## config.mk

```make
export PLATFORM = sky130hd
export DESIGN_NAME = utic_controller
export DESIGN_NICKNAME = d
export VERILOG_FILES = /design/src/logic/utic_pkg.sv /design/src/logic/utic_arbiter.sv /design/src/logic/utic_stack.sv /design/src/logic/utic_controller.sv
export SDC_FILE = /design/constraint.sdc
export NUM_CORES = 1
export LEC_CHECK = 0
export ABC_CLOCK_PERIOD_IN_PS = 2400
export BUFFER_PORTS_ARGS = -buffer_cell sky130_fd_sc_hd__buf_4
export CAP_MARGIN = 20
export CORE_UTILIZATION = 50
export CTS_CLUSTER_DIAMETER = 150
export DETAILED_ROUTE_END_ITERATION = 8
export PLACE_DENSITY = 0.76
export SYNTH_ARGS = -nofsm -noshare
export SYNTH_HDL_FRONTEND = slang
export SYNTH_SLANG_ARGS = --single-unit
```

## constraint.sdc

```tcl
create_clock -name clk -period 2.4 [get_ports clk]
set_input_delay 0 -clock clk [delete_from_list [all_inputs] [get_ports clk]]
set_output_delay 0 -clock clk [all_outputs]
set_load 0.05 [all_outputs]
```

## src/logic/utic_pkg.sv

```systemverilog
// Constants for the USB/timer interrupt controller of a small 8-bit core.
// Assumes the core's data memory bus reaches the control register at its offset.
//
// Overview of operation
// - Bit 0 global enable gates all service
// - Bits 1..3 enable USB, timer0, timer1
// - Bits 4..6 hold USB, timer0, timer1 pending
// - Bit 7 unimplemented, reads zero
// - Taking interrupt clears global enable and its own pending flag
// - Nesting only after software re-enables
// - Full stack withholds acknowledge until level drops
// - Only program counter pushed on entry
// - Four USB events set USB pending
// - USB service calls 04H, clears flag, enable
// - Timer0 overflow pends; service calls 08H
// - Timer1 overflow pends; service calls 0CH
// - FIFO access sets endpoint status bit
// - Suspend sets status bit 0, raises USB
// - Resume sets status bit 3, raises USB
// - Bus reset raises USB request
// - Requests sampled and serviced on phase two
// - Fixed priority USB, timer0, timer1
// - Interrupt return sets global enable; plain return not
// - Other acknowledges held until re-enabled or interrupt return
// - Pending stays until serviced or cleared
// - Every source can wake from power-down
// - Stack holds eight; full gates acknowledge
package utic_pkg;
    localparam logic [7:0] UTIC_INTERRUPT_CONTROL_REG_ADDR   = 8'h0B;
    localparam logic [7:0] UTIC_USC_ADDR    = 8'h1A;
    localparam logic [7:0] UTIC_USR_ADDR    = 8'h1B;
    localparam int         UTIC_BIT_GEN     = 0;
    localparam int         UTIC_BIT_EN_USB  = 1;
    localparam int         UTIC_BIT_EN_T0   = 2;
    localparam int         UTIC_BIT_EN_T1   = 3;
    localparam int         UTIC_BIT_PND_USB = 4;
    localparam int         UTIC_BIT_PND_T0  = 5;
    localparam int         UTIC_BIT_PND_T1  = 6;
    localparam int         UTIC_BIT_SUSPEND = 0;
    localparam int         UTIC_BIT_RESUME  = 3;
    localparam logic [7:0] UTIC_INTERRUPT_CONTROL_REG_RST    = 8'h00;
    localparam logic [7:0] UTIC_INTERRUPT_CONTROL_REG_MASK   = 8'h7F;
    localparam logic [7:0] UTIC_USC_MASK    = 8'h09;
    localparam logic [11:0] UTIC_VEC_USB    = 12'h004;
    localparam logic [11:0] UTIC_VEC_T0     = 12'h008;
    localparam logic [11:0] UTIC_VEC_T1     = 12'h00C;
    localparam int         UTIC_STACK_DEPTH = 8;
    localparam int         UTIC_PC_W        = 12;
    localparam int         UTIC_EP_NUM      = 3;
    typedef enum logic [1:0] {UTIC_SRC_USB, UTIC_SRC_T0, UTIC_SRC_T1, UTIC_SRC_NONE} utic_src_e;
endpackage

```

## src/logic/utic_arbiter.sv

```systemverilog
// Fixed-priority pick among enabled pending sources.
// Assumes pending and enable bits come straight from the control register.
`timescale 1ns/1ps
module utic_arbiter
    import utic_pkg::*;
(
    // Request inputs
    input  wire logic [2:0]              pend,
    input  wire logic [2:0]              en,
    input  wire logic                    gen,
    input  wire logic                    stack_full,
    // Selection
    output utic_pkg::utic_src_e          src,
    output logic [utic_pkg::UTIC_PC_W-1:0] vector
);
    logic [2:0] live;
    assign live = pend & en & {3{gen & ~stack_full}};
    always_comb
    begin
        src    = UTIC_SRC_NONE;
        vector = UTIC_VEC_USB;
        if (live[0])
        begin
            src    = UTIC_SRC_USB;
            vector = UTIC_VEC_USB;
        end
        else if (live[1])
        begin
            src    = UTIC_SRC_T0;
            vector = UTIC_VEC_T0;
        end
        else if (live[2])
        begin
            src    = UTIC_SRC_T1;
            vector = UTIC_VEC_T1;
        end
    end
endmodule

```

## src/logic/utic_stack.sv

```systemverilog
// Eight-entry return-address stack; entry pushes only the program counter.
// Assumes the core never pushes and pops in the same cycle.
`timescale 1ns/1ps
module utic_stack
    import utic_pkg::*;
#(
    parameter int DEPTH = utic_pkg::UTIC_STACK_DEPTH
)
(
    // Clock and reset
    input  wire logic                       clk,
    input  wire logic                       reset,
    // Push and pop
    input  wire logic                       push,
    input  wire logic [utic_pkg::UTIC_PC_W-1:0] push_pc,
    input  wire logic                       pop,
    output logic [utic_pkg::UTIC_PC_W-1:0]  top_pc,
    output logic [$clog2(DEPTH):0]          level,
    output logic                            full
);
    logic [UTIC_PC_W-1:0]    mem [DEPTH];
    logic [$clog2(DEPTH)-1:0] wp_r;
    logic [$clog2(DEPTH):0]   level_r;

    always_ff @(posedge clk)
    begin
        if (push)
            mem[wp_r] <= push_pc;
    end

    always_ff @(posedge clk)
    begin
        if (reset)
        begin
            wp_r    <= '0;
            level_r <= '0;
        end
        else if (push)
        begin
            wp_r <= wp_r + 1'b1;           // Overflow drops oldest entry
            if (level_r != DEPTH[$clog2(DEPTH):0])
                level_r <= level_r + 1'b1;
        end
        else if (pop && level_r != '0)
        begin
            wp_r    <= wp_r - 1'b1;
            level_r <= level_r - 1'b1;
        end
    end

    assign top_pc = mem[wp_r - 1'b1];
    assign level  = level_r;
    assign full   = (level_r == DEPTH[$clog2(DEPTH):0]);
endmodule

```

## src/logic/utic_controller.sv

```systemverilog
// Interrupt controller top: control register, USB status registers,
// phase-two sampling, acknowledge towards the core sequencer.
// Assumes the core drives one-cycle data memory strobes synchronous to clk.
`timescale 1ns/1ps
module utic_controller
    import utic_pkg::*;
(
    // Clock and reset
    input  wire logic                         clk,
    input  wire logic                         reset,
    input  wire logic                         clock_phase_two,
    // Data memory access
    input  wire logic [7:0]                   mem_addr,
    input  wire logic                         mem_wr,
    input  wire logic                         mem_rd,
    input  wire logic [7:0]                   mem_wdata,
    output logic [7:0]                        mem_rdata,
    // Core sequencer
    input  wire logic [utic_pkg::UTIC_PC_W-1:0] core_pc,
    input  wire logic                         call_exec,
    input  wire logic                         ret_exec,
    input  wire logic                         irq_exit_reenable,
    input  wire logic                         core_halted,
    output logic                              irq_take,
    output logic [utic_pkg::UTIC_PC_W-1:0]    irq_vector,
    output logic [utic_pkg::UTIC_PC_W-1:0]    return_pc,
    output logic                              stack_full,
    output logic                              wake_req,
    // Event sources
    input  wire logic                         timer0_overflow,
    input  wire logic                         timer1_overflow,
    input  wire logic [utic_pkg::UTIC_EP_NUM-1:0] ep_fifo_access,
    input  wire logic                         usb_suspend,
    input  wire logic                         usb_resume,
    input  wire logic                         usb_bus_reset,
    // Register views
    output logic [7:0]                        interrupt_control_reg,
    output logic [7:0]                        usb_ctrl_status,
    output logic [utic_pkg::UTIC_EP_NUM-1:0]  endpoint_access_status
);
    import utic_pkg::*;

    ////////////////////////////////////////////////////////////////////////////
    // Decode and event gathering

    function automatic logic wr_hit(input logic [7:0] a, input logic [7:0] t, input logic w);
        wr_hit = w && (a == t);
    endfunction

    logic       wr_interrupt_control_reg;
    logic       wr_usc;
    logic       wr_usr;
    logic [2:0] ev_set;
    logic [2:0] ev_raw_r;
    logic       usb_event;
    logic [7:0] interrupt_control_reg_r;
    logic [7:0] usc_r;
    logic [UTIC_EP_NUM-1:0] usr_r;
    logic       take_r;
    logic [UTIC_PC_W-1:0] vec_r;
    logic       wake_r;
    logic [7:0] rdata_r;
    logic       full_w;
    logic [UTIC_PC_W-1:0] top_w;
    utic_src_e  src_w;
    logic [UTIC_PC_W-1:0] vec_w;
    logic       take_now;
    logic [2:0] svc_clr;

    assign wr_interrupt_control_reg = wr_hit(mem_addr, UTIC_INTERRUPT_CONTROL_REG_ADDR, mem_wr);
    assign wr_usc  = wr_hit(mem_addr, UTIC_USC_ADDR, mem_wr);
    assign wr_usr  = wr_hit(mem_addr, UTIC_USR_ADDR, mem_wr);

    assign usb_event = (|ep_fifo_access) | usb_suspend | usb_resume
                     | usb_bus_reset;

    ////////////////////////////////////////////////////////////////////////////
    // Events accumulate between phase-two pulses, then reach the flags

    always_ff @(posedge clk)
    begin
        if (reset)
            ev_raw_r <= 3'h0;
        else if (clock_phase_two)
            ev_raw_r <= {timer1_overflow, timer0_overflow, usb_event};
        else
            ev_raw_r <= ev_raw_r | {timer1_overflow, timer0_overflow, usb_event};
    end

    assign ev_set = clock_phase_two ? ev_raw_r : 3'h0;

    ////////////////////////////////////////////////////////////////////////////
    // Arbitration and stack

    utic_arbiter u_arb (
        .pend       (interrupt_control_reg_r[UTIC_BIT_PND_T1:UTIC_BIT_PND_USB]),
        .en         (interrupt_control_reg_r[UTIC_BIT_EN_T1:UTIC_BIT_EN_USB]),
        .gen        (interrupt_control_reg_r[UTIC_BIT_GEN]),
        .stack_full (full_w),
        .src        (src_w),
        .vector     (vec_w)
    );

    utic_stack u_stack (
        .clk     (clk),
        .reset   (reset),
        .push    (call_exec | take_r),
        .push_pc (core_pc),
        .pop     (ret_exec | irq_exit_reenable),
        .top_pc  (top_w),
        .level   (),
        .full    (full_w)
    );

    // Service on phase two only; not while the previous entry is in flight
    assign take_now = clock_phase_two && !take_r && (src_w != UTIC_SRC_NONE);

    always_comb
    begin
        svc_clr = 3'h0;
        if (take_now)
        begin
            case (src_w)
                UTIC_SRC_USB: svc_clr = 3'h1;
                UTIC_SRC_T0:  svc_clr = 3'h2;
                UTIC_SRC_T1:  svc_clr = 3'h4;
                default:      svc_clr = 3'h0;
            endcase
        end
    end

    ////////////////////////////////////////////////////////////////////////////
    // Interrupt control register

    always_ff @(posedge clk)
    begin
        if (reset)
            interrupt_control_reg_r <= UTIC_INTERRUPT_CONTROL_REG_RST;
        else
        begin
            // Global enable: software write, cleared on entry, set by interrupt return; source enables: write only
            if (take_now)
                interrupt_control_reg_r[UTIC_BIT_GEN] <= 1'b0;
            else if (irq_exit_reenable)
                interrupt_control_reg_r[UTIC_BIT_GEN] <= 1'b1;
            else if (wr_interrupt_control_reg)
                interrupt_control_reg_r[UTIC_BIT_GEN] <= mem_wdata[UTIC_BIT_GEN];
            if (wr_interrupt_control_reg)
                interrupt_control_reg_r[UTIC_BIT_EN_T1:UTIC_BIT_EN_USB] <=
                    mem_wdata[UTIC_BIT_EN_T1:UTIC_BIT_EN_USB];
            // Pending: set beats clear by service or write
            interrupt_control_reg_r[UTIC_BIT_PND_T1:UTIC_BIT_PND_USB] <= ev_set |
                ((wr_interrupt_control_reg ? mem_wdata[UTIC_BIT_PND_T1:UTIC_BIT_PND_USB]
                          : interrupt_control_reg_r[UTIC_BIT_PND_T1:UTIC_BIT_PND_USB]) & ~svc_clr);
            interrupt_control_reg_r[7] <= 1'b0;
        end
    end

    ////////////////////////////////////////////////////////////////////////////
    // USB status and endpoint access status

    always_ff @(posedge clk)
    begin
        if (reset)
            usc_r <= 8'h00;
        else
        begin
            usc_r <= (wr_usc ? (mem_wdata & UTIC_USC_MASK) : usc_r);
            if (usb_suspend)
                usc_r[UTIC_BIT_SUSPEND] <= 1'b1;
            if (usb_resume)
                usc_r[UTIC_BIT_RESUME] <= 1'b1;
        end
    end

    always_ff @(posedge clk)
    begin
        if (reset)
            usr_r <= '0;
        else
            usr_r <= ep_fifo_access |
                     (wr_usr ? mem_wdata[UTIC_EP_NUM-1:0] : usr_r);
    end

    ////////////////////////////////////////////////////////////////////////////
    // Outputs towards the core

    always_ff @(posedge clk)
    begin
        if (reset)
        begin
            take_r <= 1'b0;
            vec_r  <= UTIC_VEC_USB;
        end
        else
        begin
            take_r <= take_now;
            if (take_now)
                vec_r <= vec_w;
        end
    end

    // Any raised request wakes a halted core; flags set before halt do not
    always_ff @(posedge clk)
    begin
        if (reset)
            wake_r <= 1'b0;
        else
            wake_r <= core_halted && (|ev_set);
    end

    always_ff @(posedge clk)
    begin
        if (reset)
            rdata_r <= 8'h00;
        else if (mem_rd)
        begin
            case (mem_addr)
                UTIC_INTERRUPT_CONTROL_REG_ADDR: rdata_r <= interrupt_control_reg_r & UTIC_INTERRUPT_CONTROL_REG_MASK;
                UTIC_USC_ADDR:  rdata_r <= usc_r;
                UTIC_USR_ADDR:  rdata_r <= {{(8-UTIC_EP_NUM){1'b0}}, usr_r};
                default:        rdata_r <= 8'h00;
            endcase
        end
    end

    assign irq_take               = take_r;
    assign irq_vector             = vec_r;
    assign return_pc              = top_w;
    assign stack_full             = full_w;
    assign wake_req               = wake_r;
    assign mem_rdata              = rdata_r;
    assign interrupt_control_reg  = interrupt_control_reg_r;
    assign usb_ctrl_status        = usc_r;
    assign endpoint_access_status = usr_r;
endmodule

```

## After elaboration in Yosys (flattened, before gate mapping)

Memories as Yosys holds them, arrays and structs flattened.
Cells that the tools add are included.

| storage, ports and cells | value |
|---|---|
| memories kept | 1 |
| logic and storage cells | 85 |
| bits of input ports | 45 |
| register bits | 45 |
| memory bits (writable) | 96 |

Memory list:

| memory | words | width | read ports | clocked after memory_dff | write ports | RTL line | text |
|---|---|---|---|---|---|---|---|
| u_stack.mem | 8 | 12 | 1 | 0 | 1 | utic_stack.sv:21 | `logic [UTIC_PC_W-1:0] mem [DEPTH];` |

| cells by class | value |
|---|---|
| bitwise operators | 14 |
| mux-type cells | 25 |
| eq/ne operators | 9 |
| reductions and logical operators | 18 |
| add/subtract/negate cells | 4 |

Operator list:

| kind | number |
|---|---|
| 2-to-1 mux 12 bit | 2 |
| 2-to-1 mux 3 bit | 7 |
| one-hot mux 7 bit (3 select lines) | 1 |
| 2-to-1 mux 4 bit | 5 |
| equality test 8 x 5 -> 1 bit, second input constant | 2 |
| AND 3 bit | 3 |
| bitwise OR 3 bit | 3 |
| one-hot mux 3 bit (3 select lines) | 1 |
| equality test 8 x 4 -> 1 bit, second input constant | 1 |
| nonzero test 2 bit | 4 |
| logical AND 1 bit | 7 |
| 2-to-1 mux 1 bit | 7 |
| OR reduction 3 bit | 2 |
| bitwise OR 1 bit | 5 |
| adder 4 x 1 -> 4 bit, second input constant | 1 |
| equality test 4 bit, second input constant | 1 |
| 2-to-1 mux 2 bit | 2 |
| != test 2 bit, second input constant | 2 |
| != test 4 bit, second input constant | 1 |
| nonzero test 4 bit | 1 |
| subtractor 4 x 1 -> 4 bit, second input constant | 1 |
| adder 3 x 1 -> 3 bit, second input constant | 1 |
| inverter 3 bit | 1 |
| subtractor 3 x 1 -> 3 bit, second input constant | 1 |
| other kinds (8) | 8 |

## Logic depth before layout (Yosys ltp)

Gate-level depths: netlist of the first run.

| depth | value |
|---|---|
| word-level depth | 13 |
| depth in mapped cells | 8 |
| gate-level depth less buffers | 7 |

## By module

A second synthesis of the first run with hierarchy kept.

| second synthesis, totals | value |
|---|---|
| cell total of the unflattened synthesis | 430 |
| area, all modules | 6058.3 µm² |

Modules (own cells, without submodules):

| module | area each (µm²) | instances | cells an instance |
|---|---|---|---|
| utic_stack | 4169.0 | 1 | 209 |
| utic_controller | 1755.4 | 1 | 199 |
| utic_arbiter | 133.9 | 1 | 22 |

## Least setup slack after synthesis of the first run

No wires, ideal clock.

| timing path | value |
|---|---|
| path kind | register to register |
| from | register take_r, in the netlist irq_take |
| to | memory u_stack.mem[0][0], enable pin |
| path slack | -0.561 ns |
| cell stages (with the launch flop) | 5 |
| library setup time | 0.412 ns |
| arrival time | 2.549 ns |
| buffers on the path | 1 |
| cell sequence | dfxtp_1 -> or2_2 -> clkbuf_1 -> clkinv_1 -> nor4_1 |

| on the way | value |
|---|---|
| word-level cells in the longest chain between the ends | 3 |

Ends and longest elaborated chain:

| what | RTL line | text |
|---|---|---|
| start, declared | utic_controller.sv:59 | `logic take_r;` |
| start signal, assigned | utic_controller.sv:197 | `take_r <= take_now;` |
| bitwise OR 1 bit | utic_controller.sv:107 | `.push (call_exec \| take_r),` |
| 2-to-1 mux 1 bit | utic_stack.sv:27 | `if (push)` |
| 2-to-1 mux 1 bit (not written as such) | utic_stack.sv:28 | `mem[wp_r] <= push_pc;` |
| end, declared | utic_stack.sv:21 |  |

Every way passes these cells.

## Worst setup path after layout of the first run

| timing path | value |
|---|---|
| from | register u_stack.wp_r[0] |
| to | output port return_pc[10] (netlist bit) |

| on the way | value |
|---|---|
| word-level cells in the longest chain between the ends | 2 |

Ends and longest elaborated chain:

| what | RTL line | text |
|---|---|---|
| start, declared | utic_stack.sv:22 | `logic [$clog2(DEPTH)-1:0] wp_r;` |
| start signal, assigned | utic_stack.sv:40 | `wp_r <= wp_r + 1'b1;` |
| start signal, assigned | utic_stack.sv:46 | `wp_r <= wp_r - 1'b1;` |
| subtractor 3 x 1 -> 3 bit | utic_stack.sv:51 | `assign top_pc = mem[wp_r - 1'b1];` |
| memory (8 x 12 bit) | - |  |
| end, declared | utic_controller.sv:26 | `output logic [utic_pkg::UTIC_PC_W-1:0] return_pc,` |

Every way passes these cells.

==> results of run 1 <==
==> per-stage QoR <==
step | instance area [µm²] | TNS (ns) | hold slack [ns] | util, % | setup WS [ns]
final | 7511 | 0 | 0.04511 | 71.79 | 0.09355
after global routing | 7511 | 0 | 0.06543 | 71.79 | 0.006362
after CTS | 7450 | 0 | 0.01804 | 71.20 | 0.001186
after detailed placement | 6238 | 0 | 0.2121 | 59.63 | 0.2912
after global placement | 6238 | 0 | 0.2037 | 59.63 | 0.3245
after floorplan | 5542 | -0.2176 | 0.09887 | - | -0.006045
==> worst register-to-register path, cell delays in order, from the launching register on <==
cell	delay, ns
dfxtp_2	0.33
or2_2	0.37
clkinv_2	0.16
ha_1	0.25
a21o_1	0.17
a21oi_1	0.17
mux2i_1	0.22
mux2_2	0.34
==> per-layer routing <==
metal	track usage [%]	vias up
met2	40.77	148
met3	7.174	26
met1	26.31	1853
met5	0	-
li1	-	1694
met4	10.08	0
==> path summary, 6_finish.rpt <==
path,startpoint,to,slack (ns)
max,u_stack.wp_r[0],return_pc[10],0.09
min,mem_addr[6],mem_rdata[4],0.05
max reg2reg,irq_take,u_stack.level[3],0.28
min reg2reg,irq_vector[2],irq_vector[2],0.53
==> placed cells by master, fill, tap and decap left out, types with 10 or more instances in the layout <==
master and n:
dlygate4sd3_1 65, nor2_1 24, nor3_1 10, nand2_1 15, mux2_2 16, conb_1 18, clkbuf_16 17, inv_1 13
mux2i_1 12, dfxtp_1 30, mux4_2 24, buf_4 96, a21oi_1 18, edfxtp_1 96
==> power breakdown <==
group | internal, µW | switching (µW)
logic | 1180 | 1610
clock network | 1310 | 1040
registers | 2610 | 125
total | 5110 | 2780
==> cells by family after synthesis <==
logic type / after synthesis
compound gates: 41
xor+xnor: 4
fa+ha+maj: 5
buf+inv: 48
flops: 129
mux: 52
other cells: 1
simple gates: 84
==> cell type report <==
class                      count  area (µm²)  share of cell area, %
sequential                   129        3550                  47.26
clock buffer                  17       414.1                  5.514
multi-input combinational    204        1760                  23.44
timing repair buffer         164        1428                  19.01
inverter                      14       53.80                 0.7163
tap                          136       170.2                  2.266
clock inverter                15       135.1                  1.799
==> what timing repair did <==
item	4_1_cts	5_1_grt
pin swaps	0	1
gates cloned	0	1
hold endpoints to repair	128	0
gates resized for setup	4	4
hold buffers	65	0
endpoints found under the setup margin	10	15
setup buffers	0	2
==> results.toml, run 1 <==
[clocking]
clock_sinks = 129
clock_latency_ns = 0.52
cts_htree_levels = 4
cts_tree = "built"
clockBufferDepth = 2
path_clk_slew_ns = 0.06
numCtsBuffers = 17
root_buffer = "clkbuf_8"

[synthesis]
syn_inst = 364
seq_area_frac_synth_pct = 64.91
synth_edf_count = 96
synth-compound-area-share_pct = 4.767
synth_fa_ha_area_share_pct = 1.284
ys_warn_count = 0
syn_area_per_cell_um2 = 15.00
synth.most_common_cell = "edfxtp_1"
synthXorXnorAreaFrac_pct = 0.6418
synth.distinct_cells = 50
ys_top_cells_by_count = "96 x edfxtp_1, 33 x dfxtp_1, 24 x mux4_2, 24 x nor2_1, 19 x buf_4"
synth_area_leader_cell = "edfxtp_1"
synthSimpleGateAreaFrac_pct = 8.320
async_reset_ff_share_pct = 0
yosys-top-cells-area = "edfxtp_1 53%, dfxtp_1 12%, mux4_2 9.9%"
muxShareOfSynthArea_pct = 15.40
syn_area_um2 = 5459
yosys.area.top_type_share_pct = 52.81
synthFlopType = "edfxtp_1"
synth_top_family_by_area = "multiplexers"
synth-seq-cells = 129

[power]
p_per_area_nw_per_um2 = 1050
p_leak_uw = 0.002881
vdd_drop_max_mv = 0.7238
p_total_uw = 7883

[hold_path]
holdPathStages = 5
hold_path_class = "primary input to flip-flop"

[route]
vias = 3721
drt-initial-drc-count = 240
routed_via_density = 5.480
routed_wl_mm = 12.53
wl_met2_mm = 6.673
antenna_left = 0
first_pass_iters = 4
wl_per_cell_um = 18.45
wl_met3_um = 749
top_layer_used = "met4"
m1WireLength_mm = 4.832
drc = 0

[global_route]
grt_pass1_wl_mm = 19.39
grt_pass1_vias = 3837
grt.overflow.total = 0
grt_max_degree = 35
antenna_found_initial = 0
grtUsageTotal_pct = 23.33

[placed_design]
dp.cells = 579
gp_congestion = 0.7976
dp_hpwl_mm = 7.046
io_buffers = 79

[status]
status = "finished, final reports clean"

[sta]
rsz0062_at_grt = "false"
fin_skew_ns = 0.01201
max_slew_margin_pct = 52.15
tightest_slew_ns = 0.7112
fmax_ghz = 0.4336
period_share_pct = 96.10
finalMaxSlewViolations = 0
hold_viol_final = 0
setup_viol = 0
period_needed_ns = 2.306

[job]
cap_violations = 0

[setup_path]
crit_top_cell = "buf_4"
cp_max_fo = 7
crit_required_ns = 2.40
crit_cells = 6
cp.arrival_ns = 2.31
cp-start-kind = "flip-flop"
crit_type = "flip-flop to primary output"
cp-end-kind = "primary output"
worst_r2r_path_depth = 7
cp_slowest_cell = "dfxtp_4"
slowest_delay_ns = 0.41
crit_chain = "inv_1, ha_4, buf_4, mux4_2, mux2_2, buf_4"
crit_family = "multiplexers"
path_buf_inv = 3

[floorplan]
row_count = 37
floorplan.core_area_um2 = 10460
dieHeight_um = 106.5
die_x_um = 106.5
dieArea_um2 = 11340
ios = 99
start_util_pct = 52.18

[final_layout]
largest_register_ffs = 96
final_layout_size_suffix_gt1_share_pct = 34.25
nNetsFinal = 580
antenna_cells = 0
fill_cells = 653
stdcell_count = 679
area_growth_pct = 37.59
(Power assumes the default switching activity.)
==> run 2, diff against run 1 <==
RECOVER_POWER = 25   (was default)
==> results.toml, run 2 (synthesis results as in run 1) <==
[status]
status = "finished, final reports clean"

[placed_design]
gp_congestion = 0.7976
dp_hpwl_mm = 7.046
io_buffers = 79
place_area_um2 = 6238

[final_layout]
antenna_cells = 0
final_area_um2 = 7477
layout_common_cells = "96 x edfxtp_1, 87 x buf_4, 65 x dlygate4sd3_1"
largest_register_ffs = 96
final_common_cell = "edfxtp_1"
area_growth_pct = 36.97
final_layout_size_suffix_gt1_share_pct = 32.60
fill_cells = 664
nNetsFinal = 580
fin_util_pct = 71.47

[route]
routed_wl_mm = 12.55
routed_via_density = 5.496
antenna_left = 0
wl_per_cell_um = 18.49
first_pass_iters = 5
drt-initial-drc-count = 237
vias = 3732
drc = 0

[sta]
timing.hold.ws_ns = 0.04579
period_needed_ns = 2.312
setup_viol = 0
period_share_pct = 96.32
hold_viol_final = 0
fmax_ghz = 0.4326
rsz0062_at_grt = "false"
fin_skew_ns = 0.01178
tightest_slew_ns = 0.7228
max_slew_margin_pct = 51.37
finalMaxSlewViolations = 0
fin_setup_tns_ns = 0

[global_route]
grt_pass1_wl_mm = 19.39
grtUsageTotal_pct = 23.33
grt_pass1_vias = 3837
grt.overflow.total = 0
grt_max_degree = 35
antenna_found_initial = 0

[floorplan]
row_count = 37
start_util_pct = 52.18
dieArea_um2 = 11340
die_x_um = 106.5
ios = 99
floorplan.core_area_um2 = 10460
dieHeight_um = 106.5

[clocking]
cts_htree_levels = 4
clock_latency_ns = 0.52
cts_tree = "built"
clockBufferDepth = 2
root_buffer = "clkbuf_8"
path_clk_slew_ns = 0.06
numCtsBuffers = 17
clock_sinks = 129

[power]
p_per_area_nw_per_um2 = 1053
p_total_uw = 7877
vdd_drop_max_mv = 0.7242
p_leak_uw = 0.002848

[setup_path]
path_buf_inv = 3
cp_slowest_cell = "dfxtp_4"
crit_type = "flip-flop to primary output"
cp-end-kind = "primary output"
crit_top_cell = "buf_4"
cp.arrival_ns = 2.31
crit_chain = "inv_1, ha_4, buf_4, mux4_2, mux2_2, buf_4"
cp_max_fo = 7
cp-start-kind = "flip-flop"
crit_required_ns = 2.40
crit_family = "multiplexers"
slowest_delay_ns = 0.42

[hold_path]
hold_path_class = "primary input to flip-flop"

[job]
cap_violations = 0
==> run 2: cell types whose count changed in the layout (fill, tap and decap cells not counted) <==
| cell | before | now |
|---|---|---|
| buf_4 | 96 | 87 |
| clkbuf_1 | 0 | 9 |
==> run 2: what timing repair did <==
item	CTS	global route
cloned	0	1
endpoints found under the hold margin	128	0
pin swaps	0	1
setup endpoints to repair	10	15
setup buffers	0	2
gates resized for setup	4	4
hold buffers	65	0
==> run 2: cell type report <==
type | instances | area, µm² | share of cell area (%)
clock buffer | 17 | 414.1 | 5.539
sequential | 129 | 3550 | 47.47
inverter | 14 | 53.80 | 0.7195
timing repair buffer | 164 | 1394 | 18.64
multi-input combinational | 204 | 1760 | 23.54
clock inverter | 15 | 135.1 | 1.807
tap | 136 | 170.2 | 2.276
==> run 2: where the power goes <==
| part | internal [µW] | switching [µW] | total (µW) |
|---|---|---|---|
| Clock | 1310 | 1040 | 2360 |
| Sequential | 2610 | 125 | 2740 |
| Combinational | 1170 | 1610 | 2780 |
==> run 2: worst reg2reg max path: stages, from the launching register on <==
cell	delay, ns
dfxtp_2	0.33
or2_2	0.37
clkinv_2	0.16
ha_1	0.25
a21o_1	0.17
a21oi_1	0.17
mux2i_1	0.22
mux2_2	0.34
==> run 2: path summary, 6_finish.rpt <==
path,cells after the start,start,to,slack (ns)
worst max-delay path,6,u_stack.wp_r[0],return_pc[10],0.09
worst min-delay path,5,mem_addr[6],mem_rdata[4],0.05
worst max register to register,7,irq_take,u_stack.level[3],0.28
worst min register to register,2,irq_vector[2],irq_vector[2],0.54
==> run 2: stage by stage <==
stage	std cells	setup slack, ns
floorplan	381	-0.006045
global placement	579	0.3245
detailed placement	579	0.2912
CTS	676	0.001186
global route	679	0.006362
finish	679	0.08828
==> run 2: routing by layer <==
layer	routed length, µm	vias up	track usage [%]
met5	0	-	0
met1	4906	1859	26.31
met2	6683	149	40.77
met4	247	0	10.08
li1	-	1698	-
met3	717	26	7.174
